[src/dscr_cfg.svh]
`ifndef DSCR_CFG_SVH
`define DSCR_CFG_SVH

// ----------------------------------------
// control word layout
// ----------------------------------------
`define DSCR_WORD_W        16
`define DSCR_ADDR_HI       10
`define DSCR_ADDR_LO       9
`define DSCR_LOAD_BIT      8
`define DSCR_STEP_HI       7
`define DSCR_MODE_HI       8
`define DSCR_FMT_BIT       0
`define DSCR_POL_BIT       1
`define DSCR_ATC_BIT       2
`define DSCR_RATE_LO       6
`define DSCR_RATE_HI       7
`define DSCR_ZDET_BIT      8

// ----------------------------------------
// register addresses
// ----------------------------------------
`define DSCR_ADDR_LEFT     2'h0
`define DSCR_ADDR_RIGHT    2'h1
`define DSCR_ADDR_MODE     2'h2
`define DSCR_ADDR_FMT      2'h3

// ----------------------------------------
// reset values, gain constants and synchroniser start-up count
// ----------------------------------------
`define DSCR_STEP_RST      8'hFF
`define DSCR_ROUTE_RST     4'h9
`define DSCR_SYS_RST       1'h1
`define DSCR_STEP_MAX      8'hFF
`define DSCR_GAIN_FULL     9'h100
`define DSCR_PRIME_CNT     2'h3

`endif

[src/dscr_pkg.sv]
package dscr_pkg;

	typedef enum logic [1:0] {
		DSCR_WL_16  = 2'b00,
		DSCR_WL_20  = 2'b01,
		DSCR_WL_24  = 2'b10,
		DSCR_WL_RES = 2'b11
	} dscr_wlen_t;

	typedef enum logic [1:0] {
		DSCR_SR_441 = 2'b00,
		DSCR_SR_48  = 2'b01,
		DSCR_SR_32  = 2'b10,
		DSCR_SR_RES = 2'b11
	} dscr_rate_t;

	typedef struct packed {
		logic [3:0] output_route_select;
		dscr_wlen_t word_length_select;
		logic       operation_enable;
		logic       deemphasis_enable;
		logic       soft_mute;
	} dscr_mode_t;

	typedef struct packed {
		logic       zero_detect_enable;
		dscr_rate_t rate_group_select;
		logic       atten_common_control;
		logic       word_clock_polarity;
		logic       audio_format_select;
	} dscr_fmt_t;

endpackage : dscr_pkg

[src/dscr_regs.sv]
`timescale 1ns/10ps
`include "dscr_cfg.svh"

module dscr_regs (
	input  wire logic               clk_sys,
	input  wire logic               nrst,
	input  wire logic               ctrl_serial_data,
	input  wire logic               ctrl_serial_clock,
	input  wire logic               ctrl_latch_strobe,
	input  wire logic               word_clock_in,
	output logic                    [8:0] left_gain,
	output logic                    [8:0] right_gain,
	output dscr_pkg::dscr_mode_t    mode_cfg,
	output dscr_pkg::dscr_fmt_t     fmt_cfg,
	output logic                    sysclk_ratio_select,
	output logic                    channel_is_left
);

	// ----------------------------------------
	// pin synchronisers
	// ----------------------------------------
	logic [3:0] pin_lvl;
	logic [3:0] pin_rise;

	dscr_sync #(
		.W (4)
	) u_sync (
		.clk_sys  (clk_sys),
		.nrst     (nrst),
		.async_in ({word_clock_in, ctrl_latch_strobe, ctrl_serial_clock, ctrl_serial_data}),
		.level    (pin_lvl),
		.rise     (pin_rise)
	);

	wire data_lvl   = pin_lvl[0];
	wire clk_rise   = pin_rise[1];
	wire latch_rise = pin_rise[2];
	wire wclk_lvl   = pin_lvl[3];

	// ----------------------------------------
	// state
	// ----------------------------------------
	logic [`DSCR_WORD_W-1:0] shift_r;
	logic [`DSCR_WORD_W-1:0] shift_nxt;
	logic [7:0]              pend_left_r;
	logic [7:0]              pend_right_r;
	logic [7:0]              applied_left_r;
	logic [7:0]              applied_right_r;
	logic [8:0]              left_gain_r;
	logic [8:0]              right_gain_r;
	dscr_pkg::dscr_mode_t    mode_r;
	dscr_pkg::dscr_fmt_t     fmt_r;
	logic                    sys_r;
	logic                    chan_left_r;

	// ----------------------------------------
	// step to gain numerator
	// ----------------------------------------
	function automatic logic [8:0] step_gain(input logic [7:0] step);
		step_gain = (step == `DSCR_STEP_MAX) ? `DSCR_GAIN_FULL : {1'b0, step};
	endfunction : step_gain

	// ----------------------------------------
	// decode
	// ----------------------------------------
	wire [1:0] word_addr = shift_r[`DSCR_ADDR_HI:`DSCR_ADDR_LO];
	wire [7:0] word_step = shift_r[`DSCR_STEP_HI:0];
	wire       word_load = shift_r[`DSCR_LOAD_BIT];
	wire       wr_left   = latch_rise && (word_addr == `DSCR_ADDR_LEFT);
	wire       wr_right  = latch_rise && (word_addr == `DSCR_ADDR_RIGHT);
	wire       wr_mode   = latch_rise && (word_addr == `DSCR_ADDR_MODE);
	wire       wr_fmt    = latch_rise && (word_addr == `DSCR_ADDR_FMT);
	wire       do_load   = (wr_left || wr_right) && word_load;

	// the word being written is already pending when the flag applies it
	wire [7:0] left_src  = wr_left  ? word_step : pend_left_r;
	wire [7:0] right_src = wr_right ? word_step : pend_right_r;

	// reserved positions B15..B11, and B5..B3 of the format word, are simply not looked at
	wire dscr_pkg::dscr_mode_t mode_nxt =
		dscr_pkg::dscr_mode_t'(shift_r[`DSCR_MODE_HI:0]);
	wire dscr_pkg::dscr_fmt_t  fmt_nxt = '{
		zero_detect_enable:   shift_r[`DSCR_ZDET_BIT],
		rate_group_select:    dscr_pkg::dscr_rate_t'(shift_r[`DSCR_RATE_HI:`DSCR_RATE_LO]),
		atten_common_control: shift_r[`DSCR_ATC_BIT],
		word_clock_polarity:  shift_r[`DSCR_POL_BIT],
		audio_format_select:  shift_r[`DSCR_FMT_BIT]
	};

	// common control reuses the left step for the right output
	wire [7:0] right_eff = fmt_r.atten_common_control ? applied_left_r
	                                                  : applied_right_r;

	assign shift_nxt = {shift_r[`DSCR_WORD_W-2:0], data_lvl};

	// ----------------------------------------
	// serial shifter
	// ----------------------------------------
	// no bit counter: the last sixteen bits before the strobe form the word
	always_ff @(posedge clk_sys or negedge nrst) begin
		if (!nrst) begin
			shift_r <= '0;
		end else if (clk_rise) begin
			shift_r <= shift_nxt;
		end
	end

	// ----------------------------------------
	// attenuation registers
	// ----------------------------------------
	always_ff @(posedge clk_sys or negedge nrst) begin
		if (!nrst) begin
			pend_left_r  <= `DSCR_STEP_RST;
			pend_right_r <= `DSCR_STEP_RST;
		end else begin
			pend_left_r  <= left_src;
			pend_right_r <= right_src;
		end
	end

	always_ff @(posedge clk_sys or negedge nrst) begin
		if (!nrst) begin
			applied_left_r  <= `DSCR_STEP_RST;
			applied_right_r <= `DSCR_STEP_RST;
		end else if (do_load) begin
			applied_left_r  <= left_src;
			applied_right_r <= right_src;
		end
	end

	always_ff @(posedge clk_sys or negedge nrst) begin
		if (!nrst) begin
			left_gain_r  <= `DSCR_GAIN_FULL;
			right_gain_r <= `DSCR_GAIN_FULL;
		end else begin
			left_gain_r  <= step_gain(applied_left_r);
			right_gain_r <= step_gain(right_eff);
		end
	end

	// ----------------------------------------
	// mode and format registers
	// ----------------------------------------
	always_ff @(posedge clk_sys or negedge nrst) begin
		if (!nrst) begin
			mode_r.output_route_select <= `DSCR_ROUTE_RST;
			mode_r.word_length_select  <= dscr_pkg::DSCR_WL_16;
			mode_r.operation_enable    <= 1'b0;
			mode_r.deemphasis_enable   <= 1'b0;
			mode_r.soft_mute           <= 1'b0;
		end else if (wr_mode) begin
			mode_r <= mode_nxt;
		end
	end

	always_ff @(posedge clk_sys or negedge nrst) begin
		if (!nrst) begin
			fmt_r.zero_detect_enable   <= 1'b0;
			fmt_r.rate_group_select    <= dscr_pkg::DSCR_SR_441;
			fmt_r.atten_common_control <= 1'b0;
			fmt_r.word_clock_polarity  <= 1'b0;
			fmt_r.audio_format_select  <= 1'b0;
		end else if (wr_fmt) begin
			fmt_r <= fmt_nxt;
		end
	end

	// clock ratio has no field in the word, so it stays at its reset choice
	always_ff @(posedge clk_sys or negedge nrst) begin
		if (!nrst) begin
			sys_r <= `DSCR_SYS_RST;
		end else begin
			sys_r <= sys_r;
		end
	end

	// ----------------------------------------
	// word clock phase
	// ----------------------------------------
	always_ff @(posedge clk_sys or negedge nrst) begin
		if (!nrst) begin
			chan_left_r <= 1'b0;
		end else begin
			chan_left_r <= wclk_lvl ^ fmt_r.word_clock_polarity;
		end
	end

	assign left_gain           = left_gain_r;
	assign right_gain          = right_gain_r;
	assign mode_cfg            = mode_r;
	assign fmt_cfg             = fmt_r;
	assign sysclk_ratio_select = sys_r;
	assign channel_is_left     = chan_left_r;
endmodule : dscr_regs

[src/dscr_sync.sv]
`timescale 1ns/10ps
`include "dscr_cfg.svh"

module dscr_sync #(
	parameter int W = 4
) (
	input  wire logic         clk_sys,
	input  wire logic         nrst,
	input  wire logic [W-1:0] async_in,
	output logic      [W-1:0] level,
	output logic      [W-1:0] rise
);

	logic       primed_r;
	logic [1:0] prime_cnt_r;

	// ----------------------------------------
	// start-up: idle-high pins must not look like edges
	// ----------------------------------------
	always_ff @(posedge clk_sys or negedge nrst) begin
		if (!nrst) begin
			prime_cnt_r <= 2'h0;
			primed_r    <= 1'b0;
		end else if (!primed_r) begin
			prime_cnt_r <= prime_cnt_r + 2'h1;
			primed_r    <= (prime_cnt_r == `DSCR_PRIME_CNT);
		end
	end

	genvar i;
	generate
		for (i = 0; i < W; i++) begin : g_bit
			logic s1_r, s2_r, s3_r, lvl_r, rise_r;
			wire  agree = (s2_r == s3_r);
			wire  lvl_nxt = agree ? s2_r : lvl_r;
			always_ff @(posedge clk_sys or negedge nrst) begin
				if (!nrst) begin
					s1_r   <= 1'b0;
					s2_r   <= 1'b0;
					s3_r   <= 1'b0;
					lvl_r  <= 1'b0;
					rise_r <= 1'b0;
				end else begin
					s1_r   <= async_in[i];
					s2_r   <= s1_r;
					s3_r   <= s2_r;
					lvl_r  <= lvl_nxt;
					rise_r <= primed_r & lvl_nxt & ~lvl_r;
				end
			end
			assign level[i] = lvl_r;
			assign rise[i]  = rise_r;
		end
	endgenerate

endmodule : dscr_sync

[config.mk]
export PLATFORM = sky130hd
export DESIGN_NAME = dscr_regs
export DESIGN_NICKNAME = d
export VERILOG_FILES = /design/src/dscr_pkg.sv /design/src/dscr_regs.sv /design/src/dscr_sync.sv
export VERILOG_INCLUDE_DIRS = /design/src
export SDC_FILE = /design/constraint.sdc
export NUM_CORES = 1
export LEC_CHECK = 0
export ABC_AREA = 1
export BUFFER_PORTS_ARGS = -buffer_cell sky130_fd_sc_hd__buf_2
export CAP_MARGIN = 30
export CORE_MARGIN = 3
export CORE_UTILIZATION = 57
export DETAILED_ROUTE_END_ITERATION = 8
export MAX_ROUTING_LAYER = met4
export PLACE_DENSITY = 0.86
export RECOVER_POWER = 25
export SLEW_MARGIN = 10
export SYNTH_ARGS = -nofsm -noshare
export SYNTH_HDL_FRONTEND = slang
export SYNTH_SLANG_ARGS = --single-unit
export TNS_END_PERCENT = 10
[constraint.sdc]
create_clock -name clk_sys -period 1.75 [get_ports clk_sys]
set_clock_uncertainty 0.05 [all_clocks]
set_input_delay 0.35 -clock clk_sys [delete_from_list [all_inputs] [get_ports clk_sys]]
set_output_delay 0.35 -clock clk_sys [all_outputs]
set_load 0.005 [all_outputs]
## After elaboration in Yosys (flattened, before gate mapping)

Index checks and enable logic that the tools add are counted.

- $add $sub $neg: 1
- Equality and inequality tests: 10
- Mux-type cells: 8
- Bitwise gates (word level): 7
- Reduce and logical (&&, ||, !) cells: 7

Operator list:

| cell | number |
|---|---|
| $mux W8 | 3 |
| $mux W9 | 2 |
| $eq A8 B8 Y1 const B | 2 |
| $eq A2 B2 Y1 const B | 3 |
| $logic_and A1 B1 Y1 | 5 |
| $and A1 B1 Y1 | 4 |
| $eq A1 B1 Y1 | 4 |
| $mux W1 | 3 |
| $add A2 B1 Y2 const B | 1 |
| $eq A2 B1 Y1 const B | 1 |
| $logic_not A2 Y1 | 1 |
| $not A1 Y1 | 2 |
| $logic_or A1 B1 Y1 | 1 |
| $xor A1 B1 Y1 | 1 |

- Bits in registers: 98
- Bits of input ports: 6
- Output and inout port bits: 35
- Logic and storage cells: 71

## Logic depth before layout (Yosys ltp)

Gate-level depths: netlist of the first run.

- Word-level depth: 4
- Depth in mapped cells: 7

## By module

Synthesis of the first run repeated with hierarchy kept, for this count alone.

- Cell total of the unflattened synthesis: 357
- Area total of the unflattened synthesis: 3766.1 µm²

By module, submodules not included:

| module | times used | cells each | area an instance (µm²) |
|---|---|---|---|
| dscr_regs | 1 | 295 | 2967.8 |
| dscr_sync | 1 | 62 | 798.3 |

## Worst setup path before layout of the first run

Ideal clock, no wire load.

- Path kind: register -> register
- Start: reg fmt_r, in the netlist fmt_cfg[2]
- End: reg right_gain_r[0], in the netlist right_gain[0]
- Library setup time: 130 ps
- Arrival time: 1094 ps
- Path slack: 475 ps
- Stages on the path, launching flop included: 6
- Path buffers: 1
- Period minus slack after synthesis: 1275 ps
- Cells stage by stage: dfrtp_1 > buf_4 > o21ai_0 > nand2_1 > nor2_4 > a21oi_1

- Word-level cells in the longest chain between the ends: 3

Ends and longest elaborated chain:

| element | line | text |
|---|---|---|
| from (decl) | dscr_regs.sv:52 | `dscr_pkg::dscr_fmt_t fmt_r;` |
| from (signal assigned) | dscr_regs.sv:164 | `fmt_r <= fmt_nxt;` |
| $mux W8 * | dscr_regs.sv:91 | `wire [7:0] right_eff = fmt_r.atten_common_control ? applied_left_r` |
| $eq A8 B8 Y1 (no source line) | - |  |
| $mux W9 * | dscr_regs.sv:60 | `` step_gain = (step == `DSCR_STEP_MAX) ? `DSCR_GAIN_FULL : {1'b0, step}; `` |
| to (signal assigned) | dscr_regs.sv:134 | `` right_gain_r <= `DSCR_GAIN_FULL; `` |
| to (signal assigned) | dscr_regs.sv:137 | `right_gain_r <= step_gain(right_eff);` |
| to (decl) | dscr_regs.sv:50 | `logic [8:0] right_gain_r;` |

Mark *: on every way between the ends. The rest lies on a longest branch, timed or not.
A chain may end at the register's enable or synchronous reset.

## Worst setup path after layout of the first run

- Start: reg fmt_r, in the netlist fmt_cfg[2]
- End: out fmt_cfg[2] (netlist bit)

RTL lines:

| element | line | text |
|---|---|---|
| to (decl) | dscr_regs.sv:14 | `output dscr_pkg::dscr_fmt_t fmt_cfg,` |

No word-level cell between the ends.

==> summary by stage, run 1 <==
Run status
The run finished with clean final reports.

Logic synthesis
The fraction of the yosys area taken by sequential cells is around 69%. The average instance area after synthesis is 11.0 um^2. The yosys synthesis warning count is 0.

Synthesis produced a netlist with a net count of between 300 and 400. The count of distinct cell types in the synthesized netlist is 27. In this run, synthesis produced a sequential element count of between 90 and 100. The count of mapped cells out of synthesis is ~330. The cell area after synthesis is 3600 um^2.

Timing
Setup violations remaining at the end of the flow were counted as 0. Setup total negative slack on the finished layout was measured at 0 ns. The hold violation count in the final report is 0.

Setup repair after global routing left no endpoint under its margin. Measured against its own limit, the worst slew margin works out to between 40% and 50%. The final number of max-transition violations is 0. For the finished layout, the period the worst path requires is about 1.5 ns. The maximum clock frequency is between 600 and 700 MHz.

The final clock period utilization by the worst path is 84.6%. The transition time at the pin with the least slew margin is about 0.84 ns.

Floorplanning
Pin placement for this block handled 41 I/O pins. The die width is between 80 and 90 um. After floorplanning, the core was sized to cover 6030 um^2.

The initial core utilization is between 50 and 60%. The floorplan die area is between 7000 and 8000 um^2. Row generation in the floorplan step produced 28 rows. The overall die height is between 80 and 90 um.

Global routing
The first global-routing pass estimated 11400 um of wire. The global routing usage summed across all routing layers is 21.3%. The maximum number of pins on one net before global-route repair is 99. The total congestion overflow after global routing is 0. The initial antenna violation count is 0. The via count of the first global-routing pass is roughly 2300.

Layout
The share of post-route cells with drive strength above 1 is 28.3%. The top cell types in the final layout, fill and taps aside, are nand2_1, dfrtp_1, buf_2, o21ai_0, dfstp_2. The final layout contains between 300 and 400 nets. After filler insertion, the fill cell instance count of the layout stands at 437. The finished layout holds between 400 and 500 standard cells, fillers aside.

The number of antenna diodes in the final layout is 0. The commonest non-fill, non-tap cell in the layout is nand2_1. Once layout is complete, the utilization of the core stands at 67.5%. The post-synthesis to final-layout area growth is 13.0%.

Power and ir drop
The static leakage is 1.89 nW. Registers are responsible for 56.0% of the overall power. Dividing total power by cell area gives a power density of around 1400 nW/um^2. The fraction of power consumed by combinational cells is between 10% and 20%. Per report_power, the clock group accounts for between 20 and 30% of the total. The completed layout was analyzed and its total power is ~5.6 mW. Internal power comes to around 4.0 mW. The largest vdd supply drop is 0.909 mV. The net switching share of the total power is 29.5%. The switching power summed over all nets is ~1.7 mW.

Clock tree
After clock tree synthesis, the flow added hold-fix buffers numbering 1. The TritonCTS clock tree is yes. At the later pin of the worst-skew pair, clock insertion delay measures between 0.3 and 0.4 ns.

Buffers added to address setup during post-CTS repair amount to 0. In this run the clock root is driven by a clkbuf_8. The post-cts repair resize count is 0. After clock tree synthesis, the clock-pin slew on the worst setup and hold paths is roughly 0.080 ns. The tree built by TritonCTS fans out to 98 sinks. The H-tree depth reported by CTS is 3. The number of buffers on the longest clock path is 2. Clock tree synthesis inserted a total of 9 buffers.

Worst hold path
The origin of the worst min-delay path is ctrl_latch_strobe. For hold timing, the worst endpoint is u_sync.g_bit[2].s1_r. Counting instances, the worst hold path has a depth of 1. The worst hold path belongs to the class input pin to flip-flop.

Route
The DRC violation count after routing is 0. The final routed wire length divided by cell count is roughly 14 um. The average vias per placed instance is approximately 5.2. For this block, the routed nets add up to 6550 um of wire. The first detailed-routing pass took 4 iterations. The routed layout has approximately 2400 vias. In this run the remaining antenna-violating nets after routing total 0.

The first-iteration detailed-routing DRC count is 164.

Place
Buffers placed on the I/O ports in this run total 39. The detailed placement HPWL is 4410 um. Once placement completed, the tool counted placed cells totaling 436. At the end of routability-driven placement, the weighted congestion stood at just over 0.8.

Worst setup path
The worst setup path is launched from a flip-flop. The worst register-to-register path begins at fmt_cfg[2]. The worst setup path is captured at a primary output. The critical path is of the flip-flop to primary output type. Traced cell by cell, the critical path runs through buf_2.

The critical path buffer and inverter count is 1. The register-to-register setup slack is ~0.27 ns. The required time at the endpoint of the critical path is roughly 1.4 ns. For the worst setup path, the data arrival time is 1.08 ns. For the worst flop-to-flop path, the logic depth is 6. The highest-delay cell along the critical path is dfrtp_1.

The worst register-to-register path ends at right_gain[0]. The delay contributed by the slowest stage of the critical path is about 0.53 ns. Along the worst path, the maximum fanout reaches 13.

The family with the most delay on the worst path is flip-flops.

Job
The number of max-cap violations is 0.
==> registers in the layout (all words and copies together), names as in the netlist <==
signal               cells
u_sync.g_bit.s1_r        4
u_sync.prime_cnt_r       2
applied_right_r          8
u_sync.g_bit.s3_r        4
shift_r                 11
applied_left_r           8
mode_cfg                 9
pend_right_r             8
left_gain                9
u_sync.g_bit.lvl_r       4
right_gain               9
fmt_cfg                  6
u_sync.primed_r          1
pend_left_r              8
u_sync.g_bit.s2_r        4
u_sync.g_bit.rise_r      2
channel_is_left          1
==> cells by family (layout without fill, tap and decap cells) <==
group	count (synthesis)	in the layout	synth area share [%]
other cells	1	1	0.104
compound gates	68	68	10.1
buf+inv	40	90	5.00
simple gates	113	113	13.2
mux	1	1	0.313
xor+xnor	2	2	0.487
flops	98	98	69.4
fa+ha+maj	5	5	1.46
==> per-layer routing <==
layer / track usage [%] / routed length [um] / share of wire (%) / vias up
li1: - / - / - / 1124
met1: 26.9 / 2800 / 43 / 1149
met2: 31.5 / 3230 / 49 / 60
met3: 5.73 / 355 / 5.4 / 17
met4: 11.5 / 165 / 2.5 / 0
met5: - / 0 / 0 / -
==> final cells by class <==
class                           instances  area, um^2  share of cell area (%)
Clock buffer                           13         149                    3.66
Clock inverter                          3        40.0                   0.984
Inverter                               30         113                    2.77
Multi-Input combinational cell        190         922                    22.7
Sequential cell                        98        2500                    61.4
Tap cell                               75        93.8                    2.31
Timing Repair Buffer                   44         254                    6.24
==> synthesized netlist by cell type <==
| master | instances | area, um^2 |
|---|---|---|
| maj3_1 | 4 | 40.0 |
| dfstp_2 | 36 | 946 |
| nor2_2 | 1 | 6.26 |
| and2_1 | 1 | 6.26 |
| nand3_2 | 3 | 30.0 |
| nor2_1 | 11 | 41.3 |
| nand3_1 | 1 | 5.00 |
| or2_2 | 1 | 6.26 |
| conb_1 | 1 | 3.75 |
| xnor2_1 | 1 | 8.76 |
| o21ai_2 | 6 | 52.6 |
| nand2_2 | 1 | 6.26 |
| nand4_1 | 2 | 12.5 |
| dfrtp_1 | 62 | 1550 |
| a21oi_1 | 8 | 40.0 |
| mux2_2 | 1 | 11.3 |
| o21ai_0 | 36 | 180 |
| clkbuf_1 | 4 | 15.0 |
| buf_6 | 2 | 22.5 |
| xor2_1 | 1 | 8.76 |
| ha_1 | 1 | 12.5 |
| clkinv_1 | 1 | 3.75 |
| o21ai_1 | 18 | 90.1 |
| nor2_4 | 2 | 22.5 |
| nand2_1 | 90 | 338 |
| buf_4 | 4 | 30.0 |
| inv_1 | 29 | 109 |
==> power by group through the flow <==
stage | logic [mW] | clock network, mW | registers, mW
after floorplan | 0.646 | 0 | 3.14
after global placement | 1.01 | 0 | 3.17
after detailed placement | 1.06 | 0 | 3.20
after CTS | 1.07 | 1.44 | 3.16
after global routing | 1.22 | 1.53 | 3.23
final | 1.06 | 1.42 | 3.16
==> per-stage QoR <==
step,cell area (um^2),setup WS [ns],hold WS (ns)
5_1_grt,4070,0.0867,0.0171
3_5_place_dp,3880,0.303,0.286
3_3_place_gp,3880,0.365,0.283
4_1_cts,4080,0.266,0.0283
2_1_floorplan,3600,0.475,0.00441
6_report,4070,0.270,0.0432
==> how the worst max path moves through the flow <==
stage / from / to / slack [ns] / cells past startpoint
5_1_grt: shift_r[10] / applied_right_r[3] / 0.09 / 5
3_3_place_gp: fmt_cfg[2] / right_gain[1] / 0.37 / 6
6_report: fmt_cfg[2] / fmt_cfg[2] / 0.27 / 1
3_5_place_dp: fmt_cfg[2] / right_gain[0] / 0.30 / 6
4_1_cts: fmt_cfg[2] / fmt_cfg[2] / 0.27 / 1
2_1_floorplan: fmt_cfg[2] / right_gain[0] / 0.48 / 5
No activity file was read; power rests on OpenSTA's default activity.
==> run 2, diff against run 1 <==
--- a/config.mk
+++ b/config.mk
@@ -6,7 +6,7 @@
 export SDC_FILE = /design/constraint.sdc
 export NUM_CORES = 1
 export LEC_CHECK = 0
-export ABC_AREA = 1
+export ABC_AREA = 0
 export BUFFER_PORTS_ARGS = -buffer_cell sky130_fd_sc_hd__buf_2
 export CAP_MARGIN = 30
 export CORE_MARGIN = 3
==> constraint.sdc (replaced) <==
create_clock -name clk_sys -period 1.5 [get_ports clk_sys]
set_clock_uncertainty 0.05 [all_clocks]
set_input_delay 0.3 -clock clk_sys [delete_from_list [all_inputs] [get_ports clk_sys]]
set_output_delay 0.3 -clock clk_sys [all_outputs]
set_load 0.005 [all_outputs]
==> run 2 against run 1 <==
Effect of this change: the flow now finishes with violations (setup timing); synthesized cell count decreased by 35%; routed wire length shrank 4.4%; global-route usage down 1.9 points; final cell count down 20%; final area up 6.8%; area after synthesis fell by 0.45%; total power decreased by 4.4%; critical path depth up 4; worst hold slack better by 0.26 ns.
==> summary by stage, run 2 <==
Job
The number of max-cap violations came to 0 (unchanged).

Route
The first-iteration detailed-routing DRC count came to 57 (was 164). The final routed wire length divided by cell count was 17.3 um (was 14.5 um). The DRC violation count after routing is 0 (unchanged).

The number of antenna-violating nets in the routed design is 0 (unchanged). The number of search-and-repair iterations in the first detailed-routing pass is 4 (unchanged). The total routed wirelength was 6260 um (was 6550 um). The average vias per placed instance is 5.45 (was 5.19). The number of vias after detailed routing was 1968 (was 2350).

Layout
The diode insertion count for antenna repair came to 0 (unchanged). The share of post-route cells with drive strength above 1 is 61.2% (was 28.3%). The fill cell total of the finished layout came to 364 (was 437).

The final layout net count is 288 (was 380). The commonest non-fill, non-tap cell in the layout is dfrtp_1 (was nand2_1). Top library cells by usage in the layout, fill and taps aside: dfrtp_1, mux2_2, buf_2, dfstp_2, mux2_4 (was nand2_1, dfrtp_1, buf_2, o21ai_0, dfstp_2). The post-synthesis to final-layout area growth was 21.2% (was 13.0%). The utilization of the core after routing came to 72.5% (was 67.5%).

The flip-flop count of the largest register after layout is 11 (unchanged). The register name with the most flops was shift_r (unchanged).

Place
The count of input and output buffers is 39 (unchanged). The weighted congestion at the end of routability-driven global placement is 0.797 (was 0.832). The detailed placement HPWL is 4240 um (was 4410 um).

Worst setup path
The classification of the worst setup path is flip-flop to flip-flop (was flip-flop to primary output). The sort of element at the end of the critical path was a flip-flop (was primary output). The endpoint arrival time on the critical path was 1.85 ns (was 1.08 ns). The critical-path maximum fanout is 8 (was 13). The startpoint type of the worst setup path is a flip-flop (unchanged). The required time at the endpoint of the critical path is 1.74 ns (was 1.35 ns).

Timing
The final number of max-transition violations is 0 (unchanged). The worst hold-check slack is 0.307 ns (was 0.0432 ns). The slack of the critical path came to -0.110 ns (was 0.270 ns). For this run, the top clock speed supported by timing is just over 600 MHz. Subtracting the final worst setup slack from the clock period gives 1.61 ns. The final clock period utilization by the worst path is 107%.

The setup violation total in the final timing report is 12 (was 0). The worst slew slack as a fraction of its limit is 47.3% (was 43.9%). Setup repair after global routing missed its margin: true (was false).

The hold violation count in the final report is 0 (unchanged). The transition time at the pin with the least slew margin is 0.790 ns (was 0.842 ns).

Floorplanning
The initial core utilization is 59.8% (was 59.7%). The die width is 85.3 um (was 85.5 um). The overall die height is 85.3 um (was 85.5 um).

The I/O pin count is 41 (unchanged). The row count is 28 (unchanged). The placeable core area is 5990 um^2 (was 6030 um^2).

The floorplan die area was 7270 um^2 (was 7310 um^2).

Logic synthesis
The number of enable-type register cells in the synthesized netlist is 0 (unchanged). The average instance area after synthesis is 16.8 um^2 (was 11.0 um^2). The cell with the most instances after synthesis is dfrtp_1 (was nand2_1). The post-synth net total came to 220 (was 335). The cell area after synthesis is 3580 um^2 (was 3600 um^2). Area contributors post-synth: dfrtp_1, dfstp_2, mux2_2, mux2_4, nor2b_1 (was dfrtp_1, dfstp_2, nand2_1, o21ai_0, inv_1). The top cell type by total area after synthesis is dfrtp_1 (unchanged).

The top cell type's share of synthesized area is 43.3% (was 43.1%). The count of mapped cells out of synthesis is 213 (was 328). The post-synthesis register bit count is 98 (unchanged). The share of async-settable or async-resettable flops after synthesis came to 100% (unchanged). List of most frequent post-synthesis cells: dfrtp_1, mux2_2, dfstp_2 (was nand2_1, dfrtp_1, dfstp_2, o21ai_0, inv_1). The count of distinct cell types in the synthesized netlist came to 28 (was 27). The commonest register cell after synthesis was dfrtp_1 (unchanged). The fraction of the yosys area taken by sequential cells is 69.7% (was 69.4%). The yosys synthesis warning count is 0 (unchanged).

Global routing
The via count of the first global-routing pass is 2042 (was 2349). The maximum number of pins on one net before global-route repair is 31 (was 99). The global-route wire length before repair is 10400 um (was 11400 um). The global routing usage summed across all routing layers is 19.4% (was 21.3%).

The met1 capacity usage during global routing is 25.2% (was 26.9%). The total congestion overflow after global routing is 0 (unchanged). The initial antenna violation count is 0 (unchanged). The routing layer with the top usage in global route is met2 (unchanged). The met2 track utilization from global routing is 30.0% (was 31.5%).

The met3 track demand over resource was 3.59% (was 5.73%).

Clock tree
The H-tree depth reported by CTS is 3 (unchanged). The master cell of the clock root buffer is clkbuf_8 (unchanged). The TritonCTS sink count is 98 (unchanged). The TritonCTS clock tree is yes (unchanged). The insertion delay to the later sink of the worst-skew pair is 0.36 ns (about the same). The clock-pin transition on the worst setup and hold timing paths came to 0.09 ns (was 0.08 ns). The number of clock buffers inserted by TritonCTS is 9 (unchanged). The number of buffers on the longest clock path is 2 (unchanged).

Worst hold path
The worst hold-check path type is flip-flop to flip-flop (was input pin to flip-flop).

Power and ir drop
The static leakage is 2.12 nW (was 1.89 nW). The largest vdd supply drop is 0.854 mV (was 0.909 mV). The total power density per cell area was 1240 nW/um^2 (was 1390 nW/um^2).

Run status
Run status: complete, but fails checks (was complete, no violations). The checks that failed: setup timing.
-- run 2: path summary, 6_finish.rpt --
| kind | end | depth (start not counted) | slack, ns | from |
|---|---|---|---|---|
| setup reg to reg | applied_left_r[2] | 5 | -0.11 | shift_r[10] |
| hold / removal | u_sync.g_bit[1].s2_r | 0 | 0.31 | u_sync.g_bit[1].s1_r |
| hold reg to reg | u_sync.g_bit[1].s2_r | 0 | 0.31 | u_sync.g_bit[1].s1_r |
| max in group asynchronous | right_gain[8] | 3 | 0.17 | nrst |
| setup / recovery | applied_left_r[2] | 5 | -0.11 | shift_r[10] |
| min in group asynchronous | fmt_cfg[1] | 2 | 0.50 | nrst |
-- run 2: cells by family (layout without fill, tap and decap cells) --
family | count (synthesis) | after routing | share of synthesized area, %
other | 1 | 1 | 0.105
muxes | 65 | 65 | 21.1
and+or+nand+nor | 25 | 25 | 4.50
adders and majority gates | 5 | 5 | 1.47
buffers and inverters | 5 | 78 | 0.873
xor gates and xnor gates | 2 | 2 | 0.489
DFF | 98 | 98 | 69.7
AOI/OAI and AO/OA | 12 | 12 | 1.82
-- run 2: stage by stage --
stage          area [um^2]  setup slack [ns]  power [mW]  cells  setup TNS (ns)
3_5_place_dp          4020            -0.113        3.78    337           -1.04
4_1_cts               4280            -0.101        5.40    360          -0.795
2_1_floorplan         3590           -0.0264        3.52    213          -0.289
3_3_place_gp          4020           -0.0493        3.73    337          -0.384
6_report              4340            -0.110        5.39    361          -0.740
5_1_grt               4340            -0.142        5.61    361           -1.90
-- run 2: worst max-delay path: stages, from the launching register on --
cell and delay (ns):
dfrtp_1 0.42, nor2b_4 0.15, nor2b_4 0.18, buf_12 0.15
mux2_4 0.32, mux2_4 0.28
-- run 2: where the power goes --
group	internal [mW]	leakage, nW	total, mW	switching [mW]
sequential	2.99	1.18	3.24	0.258
clock	0.707	0.0907	1.59	0.884
combinational	0.353	0.848	0.555	0.202
total	4.04	2.12	5.39	1.34
-- run 2: per-layer routing --
metal	routed length (um)	vias to the layer above	share of wire [%]
li1	-	891	-
met1	2710	1024	43
met2	3200	41	51
met3	239	12	3.8
met4	114	0	1.8
met5	0	-	0
-- run 2: cell type report --
cell class	count	area (um^2)	share of cell area, %
Timing Repair Buffer	62	445	10.3
Clock inverter	5	37.5	0.864
Clock buffer	11	153	3.51
Sequential cell	98	2500	57.5
Multi-Input combinational cell	110	1120	25.7
Tap cell	75	93.8	2.16
-- run 2: timing repair --
item                                    in CTS  in global routing
endpoints found under the hold margin       11                  0
gates resized for setup                      2                 17
buffers inserted                             2                  1
hold buffers                                 5                  0
pin swaps                                    0                  3
endpoints found under the setup margin      23                 32
==> run 3, diff against run 2 <==
--- a/config.mk
+++ b/config.mk
@@ -13,8 +13,9 @@
 export CORE_UTILIZATION = 57
 export DETAILED_ROUTE_END_ITERATION = 8
 export MAX_ROUTING_LAYER = met4
-export PLACE_DENSITY = 0.86
+export PLACE_DENSITY = 0.78
 export RECOVER_POWER = 25
+export SETUP_SLACK_MARGIN = 0.1
 export SLEW_MARGIN = 10
 export SYNTH_ARGS = -nofsm -noshare
 export SYNTH_HDL_FRONTEND = slang
==> run 3 against run 2 <==
Effect of this change: the run still ends with setup timing left; highest routed layer unchanged; maximum frequency is 0.94% higher; global-route usage down 0.93 points; worst hold slack lost 0.0033 ns; die area did not move; utilization increased by 0.90 points; total power up 4.3%; sequential power about the same; final area rose by 1.2%; worst setup slack improved by 0.015 ns; largest power group unchanged; sequential share of layout area down 0.70 points; routed wire length fell by 4.9%; critical path type unchanged.
==> summary by stage, run 3 (synthesis gave the netlist of run 2 again) <==
Layout
The flip-flop count of the largest register after layout is 11 (unchanged). The register name with the most flops is shift_r (unchanged). The fill cell total of the finished layout is 368 (was 364).

The design area is 4400 um^2 (was 4340 um^2). The diode insertion count for antenna repair is 0 (unchanged). The final layout net count is 291 (was 288). The post-synthesis to final-layout area growth is 22.7% (was 21.2%). The share of post-route cells with drive strength above 1 came to 60.9% (was 61.2%). The commonest non-fill, non-tap cell in the layout was dfrtp_1 (unchanged). Top library cells by usage in the layout, fill and taps aside: dfrtp_1, mux2_2, buf_2, dfstp_2, mux2_4 (unchanged).

Worst hold path
The worst hold-check path type is flip-flop to flip-flop (unchanged). The origin of the worst min-delay path is u_sync.g_bit[3].s1_r (was u_sync.g_bit[1].s1_r). The worst hold path endpoint is u_sync.g_bit[3].s2_r (was u_sync.g_bit[1].s2_r). The number of stages on the worst hold path is 0 (unchanged).

Timing
The hold violation count in the final report is 0 (unchanged). The maximum clock frequency is 627 MHz (was 621 MHz). The worst slew slack as a fraction of its limit is 55.3% (was 47.3%). The setup violation total in the final timing report was 8 (was 12). The slack of the critical path was -0.0953 ns (was -0.110 ns). The final critical delay including setup and external delays is 1.60 ns (was 1.61 ns). The transition time at the pin with the least slew margin is 0.671 ns (was 0.790 ns). The final number of max-transition violations is 0 (unchanged). Setup repair after global routing missed its margin: true (unchanged). The final clock period utilization by the worst path is 106% (was 107%).

The setup TNS after final layout is -0.579 ns (was -0.740 ns).

Route
The average vias per placed instance is 5.26 (was 5.45). The number of antenna-violating nets in the routed design was 0 (unchanged). The total routed wirelength came to 5960 um (was 6260 um).

The final routed wire length divided by cell count is 16.4 um (was 17.3 um). The first-iteration detailed-routing DRC count is 62 (was 57). The number of search-and-repair iterations in the first detailed-routing pass is 4 (unchanged). The DRC violation count after routing is 0 (unchanged). The number of vias after detailed routing is 1915 (was 1968).

Worst setup path
The required time at the endpoint of the critical path came to 1.73 ns (was 1.74 ns). The endpoint of the worst-slack reg-to-reg timing path is applied_left_r[7] (was applied_left_r[2]). The critical-path maximum fanout is 8 (unchanged).

The startpoint type of the worst setup path is a flip-flop (unchanged). The register-to-register setup slack is -0.1 ns (was -0.11 ns). The worst reg2reg path depth is 5 (unchanged). The launch instance of the worst register-to-register path is shift_r[10] (unchanged). The classification of the worst setup path is flip-flop to flip-flop (unchanged). The sort of element at the end of the critical path is a flip-flop (unchanged). The endpoint arrival time on the critical path is 1.82 ns (was 1.85 ns).

Place
The weighted congestion at the end of routability-driven global placement is 0.773 (was 0.797). The detailed placement HPWL is 4000 um (was 4240 um). The standard cell area after detailed placement is 4040 um^2 (was 4020 um^2). The count of input and output buffers is 39 (unchanged).

Floorplanning
The I/O pin count is 41 (unchanged). The floorplan die area was 7270 um^2 (unchanged). The row count came to 28 (unchanged). The overall die height was 85.3 um (unchanged). The die width is 85.3 um (unchanged). The initial core utilization is 59.8% (unchanged).

The placeable core area came to 5990 um^2 (unchanged).

Clock tree
The insertion delay to the later sink of the worst-skew pair is 0.35 ns (was 0.36 ns). The TritonCTS sink count is 98 (unchanged). The TritonCTS clock tree is yes (unchanged). The clock-pin transition on the worst setup and hold timing paths is 0.09 ns (about the same). The number of buffers on the longest clock path is 2 (unchanged). The H-tree depth reported by CTS is 3 (unchanged). The number of clock buffers inserted by TritonCTS is 9 (unchanged). The master cell of the clock root buffer is clkbuf_8 (unchanged).

Run status
Violated checks: setup timing (unchanged). Run status: complete, but fails checks (unchanged).

Global routing
The global-route wire length before repair is 10000 um (was 10400 um). The via count of the first global-routing pass is 2067 (was 2042). The initial antenna violation count is 0 (unchanged). The total congestion overflow after global routing is 0 (unchanged). The maximum number of pins on one net before global-route repair came to 33 (was 31). The global routing usage summed across all routing layers is 18.5% (was 19.4%).

Power and ir drop
The total power density per cell area is 1280 nW/um^2 (was 1240 nW/um^2). The static leakage is 2.17 nW (was 2.12 nW). The largest vdd supply drop is 0.767 mV (was 0.854 mV). The overall power after layout is 5.62 mW (was 5.39 mW).

Job
The number of max-cap violations is 0 (unchanged).
==> run 3: changes by cell type in the layout (fill, tap and decap cells not counted), moves of 2 or more <==
cell,previous run,this run
mux2_2,42,37
mux2_4,17,22
buf_4,10,14
clkbuf_8,9,13
clkinv_4,2,0
clkinvlp_4,2,0
==> run 3: area by class of cell <==
cell class | count | area [um^2] | area share, %
Sequential cell | 98 | 2500 | 56.8
Multi-Input combinational cell | 110 | 1120 | 25.6
Timing Repair Buffer | 65 | 464 | 10.6
Clock buffer | 15 | 186 | 4.24
Tap cell | 75 | 93.8 | 2.13
Clock inverter | 1 | 30.0 | 0.683
==> run 3: report_power, final <==
part,switching [mW],internal [mW]
logic,0.195,0.392
registers,0.264,2.98
clock network,0.825,0.957
==> run 3: stage by stage <==
stage	hold slack (ns)	setup slack, ns	std cells	utilization (%)
2_1_floorplan	-0.0456	-0.0264	213	-
3_5_place_dp	0.192	-0.129	340	67.5
5_1_grt	0.315	-0.156	364	73.4
6_report	0.303	-0.0953	364	73.4
4_1_cts	0.303	-0.0871	362	72.5
3_3_place_gp	0.181	-0.0819	340	67.5
==> run 3: worst max path at each step <==
| stage | from | to | slack (ns) | cells past startpoint |
|---|---|---|---|---|
| finish | shift_r[10] | applied_left_r[7] | -0.1 | 5 |
| global route | shift_r[10] | applied_left_r[7] | -0.16 | 5 |
| CTS | shift_r[10] | applied_left_r[7] | -0.09 | 5 |
| detailed placement | shift_r[10] | applied_left_r[7] | -0.13 | 5 |
| global placement | shift_r[10] | applied_left_r[6] | -0.08 | 5 |
| floorplan | shift_r[10] | applied_left_r[0] | -0.03 | 5 |
==> run 3: repair_timing <==
item                                    in CTS  in global routing
resized for setup                            7                 15
endpoints found under the setup margin      30                 30
endpoints found under the hold margin       24                  0
pin swaps                                    3                  2
hold buffers                                 5                  0
buffers inserted                             1                  2
==> run 3: layer usage <==
metal	wire length [um]	track usage [%]	vias up
met5	0	-	-
met4	92	7.77	0
met3	225	3.79	9
met2	2880	29.0	43
met1	2760	23.6	977
li1	-	-	886
==> run 3: critical path, cell delays in order (launching register included) <==
cell	delay [ns]
dfrtp_1	0.39
nor2b_2	0.17
nor2b_4	0.18
buf_12	0.15
mux2_4	0.31
mux2_4	0.27
